### src/hw/debug_serial_pkg.sv
// constants, carriers and helpers for the debug serial port
package debug_serial_pkg;

  localparam int WORD_BITS = 17;
  localparam int DATA_BITS = 16;
  localparam int ADDR_W = 5;

  // received-bit counter values
  localparam logic [4:0] BIT_COUNT_FULL = 5'h11;
  localparam logic [4:0] BIT_COUNT_ZERO = 5'h00;
  localparam logic [4:0] BIT_COUNT_STEP = 5'h01;

  // reply data patterns
  localparam logic [15:0] DATA_NOT_READY = 16'h0000;
  localparam logic [15:0] DATA_BUS_ERROR = 16'h0001;
  localparam logic [15:0] DATA_ALL_ONES = 16'hFFFF;

  // reply kinds written by software into the response register
  localparam logic [1:0] KIND_VALID = 2'h0;
  localparam logic [1:0] KIND_COMPLETE = 2'h1;
  localparam logic [1:0] KIND_BUS_ERROR = 2'h2;
  localparam logic [1:0] KIND_ILLEGAL = 2'h3;
  localparam int RESP_KIND_LSB = 16;

  // command word fields
  localparam int OP_MSB = 15;
  localparam int OP_LSB = 10;
  localparam int DIR_BIT = 7;
  localparam int SIZE_MSB = 5;
  localparam int SIZE_LSB = 4;
  localparam logic [1:0] SIZE_BYTE = 2'h0;
  localparam logic [1:0] SIZE_WORD = 2'h1;
  localparam logic [1:0] SIZE_LONG = 2'h2;
  localparam logic [1:0] SIZE_RESERVED = 2'h3;

  // register byte offsets
  localparam logic [ADDR_W-1:0] ADDR_CTRL = 5'h00;
  localparam logic [ADDR_W-1:0] ADDR_STATUS = 5'h04;
  localparam logic [ADDR_W-1:0] ADDR_RXDATA = 5'h08;
  localparam logic [ADDR_W-1:0] ADDR_RESP = 5'h0C;
  localparam logic [ADDR_W-1:0] ADDR_FIELDS = 5'h10;

  localparam int CTRL_ENABLE_BIT = 0;
  localparam int ST_RX_READY = 0;
  localparam int ST_ACTIVE = 1;
  localparam int ST_PENDING = 2;
  localparam int ST_SIZE_RSVD = 3;

  localparam logic [1:0] AXI_OKAY = 2'h0;
  localparam logic [1:0] AXI_SLVERR = 2'h2;

  typedef struct packed {
    logic sc;
    logic [15:0] data;
  } reply_s;

  typedef struct packed {
    logic [5:0] op;
    logic dir;
    logic [1:0] size;
    logic [15:0] data;
  } rx_word_s;

  localparam reply_s REPLY_NOT_READY = '{sc: 1'b1, data: DATA_NOT_READY};

  function automatic reply_s make_reply(input logic [1:0] kind,
                                        input logic [15:0] data);
    reply_s r;
    r = '{sc: 1'b0, data: data};
    case (kind)
      KIND_COMPLETE: r = '{sc: 1'b0, data: DATA_ALL_ONES};
      KIND_BUS_ERROR: r = '{sc: 1'b1, data: DATA_BUS_ERROR};
      KIND_ILLEGAL: r = '{sc: 1'b1, data: DATA_ALL_ONES};
      default: r = '{sc: 1'b0, data: data};
    endcase
    return r;
  endfunction

  function automatic rx_word_s decode_word(input logic [15:0] data);
    rx_word_s w;
    w.op = data[OP_MSB:OP_LSB];
    w.dir = data[DIR_BIT];
    w.size = data[SIZE_MSB:SIZE_LSB];
    w.data = data;
    return w;
  endfunction

endpackage

### src/hw/pin_sync.sv
// two-flop synchroniser for asynchronous pins
`timescale 1ns/1ps
module pin_sync #(
  parameter int WIDTH = 2,
  parameter logic [WIDTH-1:0] RESET_VALUE = '1
) (
  input wire logic aclk,
  input wire logic aresetn,
  input wire logic [WIDTH-1:0] async_in,
  output logic [WIDTH-1:0] sync_out
);

  logic [WIDTH-1:0] meta_reg;

  // first stage is read only by the second stage
  always_ff @(posedge aclk)
  begin
    if (!aresetn)
    begin
      meta_reg <= RESET_VALUE;
      sync_out <= RESET_VALUE;
    end
    else
    begin
      meta_reg <= async_in;
      sync_out <= meta_reg;
    end
  end

endmodule // pin_sync

### src/hw/debug_serial_port.sv
// debug serial port: 17-bit full-duplex link with AXI4-Lite registers
`timescale 1ns/1ps
module debug_serial_port (
  input wire logic aclk,
  input wire logic aresetn,
  input wire logic [debug_serial_pkg::ADDR_W-1:0] s_axi_awaddr,
  input wire logic s_axi_awvalid,
  output logic s_axi_awready,
  input wire logic [31:0] s_axi_wdata,
  input wire logic [3:0] s_axi_wstrb,
  input wire logic s_axi_wvalid,
  output logic s_axi_wready,
  output logic [1:0] s_axi_bresp,
  output logic s_axi_bvalid,
  input wire logic s_axi_bready,
  input wire logic [debug_serial_pkg::ADDR_W-1:0] s_axi_araddr,
  input wire logic s_axi_arvalid,
  output logic s_axi_arready,
  output logic [31:0] s_axi_rdata,
  output logic [1:0] s_axi_rresp,
  output logic s_axi_rvalid,
  input wire logic s_axi_rready,
  input wire logic breakpoint_request_n,
  input wire logic fetch_status_pin,
  input wire logic pipe_status_normal,
  output logic pipe_status_pin,
  output logic core_breakpoint_n,
  output logic background_debug_state,
  output logic core_release
);

  logic [1:0] pins_raw;
  logic [1:0] pins_sync;
  logic sclk_s;
  logic sdi_s;
  logic sclk_prev_reg;
  logic sclk_rise;
  logic sclk_fall;
  logic [16:0] rx_shift_reg;
  logic [4:0] bit_count_reg;
  logic step_reg;
  debug_serial_pkg::reply_s tx_reg;
  debug_serial_pkg::reply_s resp_reg;
  debug_serial_pkg::rx_word_s rx_latch_reg;
  logic resp_pending_reg;
  logic rx_ready_reg;
  logic ctrl_enable_reg;
  logic core_release_reg;
  logic active;
  logic word_done;
  logic resp_load;
  logic w_fire;
  logic r_fire;
  logic bvalid_reg;
  logic [1:0] bresp_reg;
  logic rvalid_reg;
  logic [1:0] rresp_reg;
  logic [31:0] rdata_reg;
  logic [31:0] rd_word;
  logic rd_ok;
  logic [31:0] wr_word;

  function automatic logic [31:0] apply_strobes(input logic [31:0] old,
                                                input logic [31:0] din,
                                                input logic [3:0] strb);
    logic [31:0] r;
    r = old;
    for (int i = 0; i < 4; i++)
    begin
      if (strb[i])
      begin
        r[i*8 +: 8] = din[i*8 +: 8];
      end
    end
    return r;
  endfunction

  // pins are asynchronous to aclk; a slow serial clock is assumed
  assign pins_raw = {breakpoint_request_n, fetch_status_pin};

  pin_sync #(
    .WIDTH(2),
    .RESET_VALUE(2'h3)
  ) u_pin_sync (
    .aclk(aclk),
    .aresetn(aresetn),
    .async_in(pins_raw),
    .sync_out(pins_sync)
  );

  assign sclk_s = pins_sync[1];
  assign sdi_s = pins_sync[0];

  // idle-high clock: reset the history high so no false edge
  always_ff @(posedge aclk)
  begin
    if (!aresetn)
    begin
      sclk_prev_reg <= 1'b1;
    end
    else
    begin
      sclk_prev_reg <= sclk_s;
    end
  end

  // falling edges are observed only so they can be ignored
  assign sclk_rise = ctrl_enable_reg && sclk_s && !sclk_prev_reg;
  assign sclk_fall = ctrl_enable_reg && !sclk_s && sclk_prev_reg;

  assign active = bit_count_reg != debug_serial_pkg::BIT_COUNT_FULL;
  assign word_done = step_reg &&
                     (bit_count_reg == debug_serial_pkg::BIT_COUNT_ZERO);
  // result data waits until the link is idle
  assign resp_load = resp_pending_reg && !active && !step_reg &&
                     !sclk_rise;

  always_ff @(posedge aclk)
  begin
    if (!aresetn)
    begin
      rx_shift_reg <= '0;
    end
    else if (sclk_rise)
    begin
      rx_shift_reg <= {rx_shift_reg[15:0], sdi_s};
    end
  end

  always_ff @(posedge aclk)
  begin
    if (!aresetn || !ctrl_enable_reg)
    begin
      bit_count_reg <= debug_serial_pkg::BIT_COUNT_FULL;
    end
    else if (word_done)
    begin
      bit_count_reg <= debug_serial_pkg::BIT_COUNT_FULL;
    end
    else if (sclk_rise)
    begin
      bit_count_reg <= bit_count_reg -
                       debug_serial_pkg::BIT_COUNT_STEP;
    end
  end

  always_ff @(posedge aclk)
  begin
    if (!aresetn)
    begin
      step_reg <= 1'b0;
    end
    else
    begin
      step_reg <= sclk_rise;
    end
  end

  // one cycle after the edge: shift out next bit, or close the word
  always_ff @(posedge aclk)
  begin
    if (!aresetn)
    begin
      tx_reg <= debug_serial_pkg::REPLY_NOT_READY;
    end
    else if (word_done)
    begin
      tx_reg <= debug_serial_pkg::REPLY_NOT_READY;
    end
    else if (step_reg)
    begin
      tx_reg <= debug_serial_pkg::reply_s'({tx_reg[15:0], 1'b0});
    end
    else if (resp_load)
    begin
      tx_reg <= resp_reg;
    end
  end

  // the received status bit is dropped here
  always_ff @(posedge aclk)
  begin
    if (!aresetn)
    begin
      rx_latch_reg <= '0;
    end
    else if (word_done)
    begin
      rx_latch_reg <= debug_serial_pkg::decode_word(
                        rx_shift_reg[15:0]);
    end
  end

  always_ff @(posedge aclk)
  begin
    if (!aresetn)
    begin
      core_release_reg <= 1'b0;
    end
    else
    begin
      core_release_reg <= word_done;
    end
  end

  // a new word beats a clearing read in the same cycle
  always_ff @(posedge aclk)
  begin
    if (!aresetn)
    begin
      rx_ready_reg <= 1'b0;
    end
    else if (word_done)
    begin
      rx_ready_reg <= 1'b1;
    end
    else if (r_fire && s_axi_araddr == debug_serial_pkg::ADDR_RXDATA)
    begin
      rx_ready_reg <= 1'b0;
    end
  end

  assign w_fire = s_axi_awvalid && s_axi_wvalid && !bvalid_reg;
  assign r_fire = s_axi_arvalid && !rvalid_reg;
  assign wr_word = apply_strobes('0, s_axi_wdata, s_axi_wstrb);

  always_ff @(posedge aclk)
  begin
    if (!aresetn)
    begin
      ctrl_enable_reg <= 1'b0;
    end
    else if (w_fire && s_axi_awaddr == debug_serial_pkg::ADDR_CTRL)
    begin
      ctrl_enable_reg <= wr_word[debug_serial_pkg::CTRL_ENABLE_BIT];
    end
  end

  // a later write replaces a response still waiting for the link
  always_ff @(posedge aclk)
  begin
    if (!aresetn)
    begin
      resp_reg <= debug_serial_pkg::REPLY_NOT_READY;
      resp_pending_reg <= 1'b0;
    end
    else if (w_fire && s_axi_awaddr == debug_serial_pkg::ADDR_RESP)
    begin
      resp_reg <= debug_serial_pkg::make_reply(
                    wr_word[debug_serial_pkg::RESP_KIND_LSB +: 2],
                    wr_word[15:0]);
      resp_pending_reg <= 1'b1;
    end
    else if (resp_load)
    begin
      resp_pending_reg <= 1'b0;
    end
  end

  always_ff @(posedge aclk)
  begin
    if (!aresetn)
    begin
      bvalid_reg <= 1'b0;
      bresp_reg <= debug_serial_pkg::AXI_OKAY;
    end
    else if (w_fire)
    begin
      bvalid_reg <= 1'b1;
      bresp_reg <= (s_axi_awaddr == debug_serial_pkg::ADDR_CTRL ||
                    s_axi_awaddr == debug_serial_pkg::ADDR_RESP) ?
                   debug_serial_pkg::AXI_OKAY :
                   debug_serial_pkg::AXI_SLVERR;
    end
    else if (s_axi_bready)
    begin
      bvalid_reg <= 1'b0;
    end
  end

  always_comb
  begin
    rd_word = '0;
    rd_ok = 1'b1;
    case (s_axi_araddr)
      debug_serial_pkg::ADDR_CTRL:
        rd_word[debug_serial_pkg::CTRL_ENABLE_BIT] = ctrl_enable_reg;
      debug_serial_pkg::ADDR_STATUS:
      begin
        rd_word[debug_serial_pkg::ST_RX_READY] = rx_ready_reg;
        rd_word[debug_serial_pkg::ST_ACTIVE] = active;
        rd_word[debug_serial_pkg::ST_PENDING] = resp_pending_reg;
        rd_word[debug_serial_pkg::ST_SIZE_RSVD] =
          rx_latch_reg.size == debug_serial_pkg::SIZE_RESERVED;
      end
      debug_serial_pkg::ADDR_RXDATA:
        rd_word[15:0] = rx_latch_reg.data;
      debug_serial_pkg::ADDR_FIELDS:
        rd_word = 32'({rx_latch_reg.size, rx_latch_reg.dir,
                       rx_latch_reg.op});
      default:
        rd_ok = 1'b0;
    endcase
  end

  always_ff @(posedge aclk)
  begin
    if (!aresetn)
    begin
      rvalid_reg <= 1'b0;
      rdata_reg <= '0;
      rresp_reg <= debug_serial_pkg::AXI_OKAY;
    end
    else if (r_fire)
    begin
      rvalid_reg <= 1'b1;
      rdata_reg <= rd_word;
      rresp_reg <= rd_ok ? debug_serial_pkg::AXI_OKAY :
                   debug_serial_pkg::AXI_SLVERR;
    end
    else if (s_axi_rready)
    begin
      rvalid_reg <= 1'b0;
    end
  end

  assign s_axi_awready = s_axi_wvalid && !bvalid_reg;
  assign s_axi_wready = s_axi_awvalid && !bvalid_reg;
  assign s_axi_bvalid = bvalid_reg;
  assign s_axi_bresp = bresp_reg;
  assign s_axi_arready = !rvalid_reg;
  assign s_axi_rvalid = rvalid_reg;
  assign s_axi_rdata = rdata_reg;
  assign s_axi_rresp = rresp_reg;

  // status bit of the word leads the pin, so a load shows at once
  assign pipe_status_pin = ctrl_enable_reg ? tx_reg.sc :
                           pipe_status_normal;
  assign core_breakpoint_n = ctrl_enable_reg ? 1'b1 : sclk_s;
  assign background_debug_state = ctrl_enable_reg;
  assign core_release = core_release_reg;
endmodule // debug_serial_port

### config.mk
export PLATFORM = sky130hd
export DESIGN_NAME = debug_serial_port
export DESIGN_NICKNAME = d
export VERILOG_FILES = /design/src/hw/debug_serial_pkg.sv /design/src/hw/pin_sync.sv /design/src/hw/debug_serial_port.sv
export SDC_FILE = /design/constraint.sdc
export NUM_CORES = 1
export LEC_CHECK = 0
export BUFFER_PORTS_ARGS = -buffer_cell sky130_fd_sc_hd__buf_4
export CORE_MARGIN = 3
export CORE_UTILIZATION = 45
export DETAILED_ROUTE_END_ITERATION = 12
export PLACE_DENSITY = 0.69
export SLEW_MARGIN = 30
export SYNTH_ARGS = -nofsm -noshare
export SYNTH_HDL_FRONTEND = slang
export SYNTH_SLANG_ARGS = --single-unit
### constraint.sdc
create_clock -name aclk -period 3.4 [get_ports aclk]
set_input_delay 0.68 -clock aclk [delete_from_list [all_inputs] [get_ports aclk]]
set_output_delay 0.68 -clock aclk [all_outputs]
set_load 0.01 [all_outputs]
==> impl_results.md <==
* GPL Wtd Cong at 0.881
* Critical path endpoint category: output port
* CP max FO at 10
* Num ports at 101
* Slew HR at 42.9%
* Worst hold path cell count at 1
* Layout Skew at 0.00802 ns
* Area of the multi-input gates at 1870 um^2
* Synth Area per Inst at 8.71 um^2
* First-pass GRT wire length at 14400 um
* # hold bufs at CTS at 0
* CTS resizes at 0
* Gr ovfl total at 0
* Initial Util at 46.9%
* Fmax at 0.467 GHz
* Fin Hold WS at 0.412 ns
* Worst setup SP type: register
* Worst-path clk slew at 0.09 ns
* CTS H-Tree Depth at 3
* Crit path DAT at 1.46 ns
* DP Wirelength at 6080 um
* Largest area contributor in the netlist: dfxtp_1
* Netlist cell types at 53
* Max-slew violation count at 0
* Post-route cell area at 4850 um^2
* Post-CTS setup buffer count at 0
* 1st-iter DRT viols at 183
* Fraction of layout cells with a size suffix above 1 at 18.5%
* Final setup viols at 0
* Chip height at 102 um
* Worst EP required at 2.72 ns
* Worst setup margin at 1.26 ns
* Largest net degree at the start of global routing at 38
* Sequential area share after synthesis at 48.8%
* Most common library cells after synthesis: 101 x dfxtp_1, 83 x nand2_1, 66 x a21oi_1
* Diode count at 0
* R2R Path Start: background_debug_state
* Final min period at 2.14 ns
* Clock Sinks at 101
* EDFF count, synth at 0
* Reg2reg end: bit_count_reg[4]
* Hold path start: u_pin_sync.meta_reg[0]
* Nets@finish at 587
* Fin Setup TNS at 0 ns
* Gr usage total at 17.3%
* Synthesized area at 4150 um^2
* Die width at 102 um
* HP Class: reg -> reg
* Area Overhead vs Synth at 17.0%
* Count of port buffers added during placement at 67
* Max VDD drop at 0.000259 V
* DIE AREA at 10400 um^2
* Placed Cells at 626
* Wire length per cell at 13.9 um
* Maximum clock path buffer count at 2
* Clk root buf: clkbuf_8
* Vias at 3421
* CTS Buf Count at 9
* Initial antenna violation count at 0
* Synth Flop Type: dfxtp_1
* Period utilization at 63.0%
* FFs w/ async S/R, synth at 0%
* Dominant cells by area after synthesis: dfxtp_1 49%, a21oi_1 8.0%, nand2_1 7.5%
* Total wire length at 8920 um
* #FFs+latches synth at 101
* Top cell type's share of synthesized area at 48.8%
* Iteration count of the initial detailed-routing pass at 4
* Dpl ws at 1.18 ns
* Fillcell total at 844
* WHS Endpoint: u_pin_sync.sync_out[0]
* Worst-Skew Late Latency at 0.36 ns
* Post-Layout Cell Count at 642
* Leak at 1.96 nW
* Status: completed
* Antenna Nets Post-Route at 0
* Cells after synthesis at 476
* Vias in the first global route at 3028
* CTS tree: done
* Unrepaired setup endpoints after global routing: false
* PD cells at 463 nW/um^2
* YS warnings at 0
* R2R depth at 4
* Remaining DRCs at 0
* Crit path kind: reg -> out
* FF/Latch Area at 2020 um^2
* Most frequent cell after synthesis: dfxtp_1
* Max Cap Viol at 0
* Tightest Pin Transition at 0.855 ns
* Worst reg-to-reg setup slack at 1.49 ns
* Vias per cell at 5.33
* Final Hold Vio Count at 0
* Site Rows at 34
* Dpl cell area at 4610 um^2
* CORE AREA at 8850 um^2
## worst max-delay path, cell delays in order (launching register included)
cell     delay, ns
dfxtp_1       0.57
mux2_2        0.40
buf_4         0.14
## per-layer routing
metal	GRT usage, %	vias up	wire, um
li1	-	1742	-
met1	25.7	1552	4390
met2	25.1	117	3760
met3	3.69	10	641
met4	5.65	0	118
met5	0	-	0
## final cells by class
| class | count | share of cell area (%) |
|---|---|---|
| Sequential cell | 101 | 41.7 |
| Tap cell | 108 | 2.79 |
| Clock buffer | 11 | 2.71 |
| Inverter | 13 | 1.01 |
| Clock inverter | 5 | 2.22 |
| Multi-Input combinational cell | 333 | 38.6 |
| Timing Repair Buffer | 71 | 11.0 |
## kinds of logic after synthesis
logic type / count (synthesis) / synth area share (%)
muxes: 18 / 4.38
xor gates and xnor gates: 5 / 1.06
other: 1 / 0.0904
adders and majority gates: 2 / 0.603
buffers and inverters: 59 / 7.60
and+or+nand+nor: 157 / 18.3
DFF: 101 / 48.8
AOI/OAI and AO/OA: 133 / 19.3
## how the worst max path moves through the flow
stage                                      start         endpoint  slack [ns]  cells past startpoint
after floorplan                  s_axi_awaddr[1]     resp_reg[13]        1.42                      4
after global placement           s_axi_awaddr[1]      resp_reg[8]        1.18                      4
after detailed placement         s_axi_awaddr[1]     resp_reg[10]        1.18                      4
after CTS                 background_debug_state  pipe_status_pin        1.24                      2
after global routing      background_debug_state  pipe_status_pin        1.17                      2
final                     background_debug_state  pipe_status_pin        1.26                      2
## layout by cell type, fill, tap and decap left out, types with 5 or more instances in the layout
cell / netlist / routed
inv_1: 13 / 13
nand3_1: 15 / 15
nand2b_1: 8 / 8
mux2i_1: 17 / 17
buf_4: 19 / 71
nand2_1: 83 / 83
clkbuf_8: 0 / 9
a221o_2: 5 / 5
nor2b_1: 6 / 6
conb_1: 1 / 18
a21oi_1: 66 / 66
nor2_1: 17 / 17
o21ai_0: 37 / 37
dfxtp_1: 101 / 101
a221oi_1: 5 / 5
nor3_1: 5 / 5
## where the power goes
| part | leakage, nW | total [mW] | switching (mW) | internal [mW] |
|---|---|---|---|---|
| registers | 0.816 | 1.20 | 0.00635 | 1.19 |
| clock network | 0.118 | 0.902 | 0.408 | 0.494 |
| logic | 1.03 | 0.146 | 0.0817 | 0.0640 |
| total | 1.96 | 2.25 | 0.496 | 1.75 |
## metrics by stage
step | total power [mW] | utilization (%)
floorplan | 1.31 | -
global placement | 1.37 | 52.1
detailed placement | 1.37 | 52.1
CTS | 2.27 | 54.8
global route | 2.33 | 54.8
finish | 2.25 | 54.8
Power figures use the tool's default switching activity.
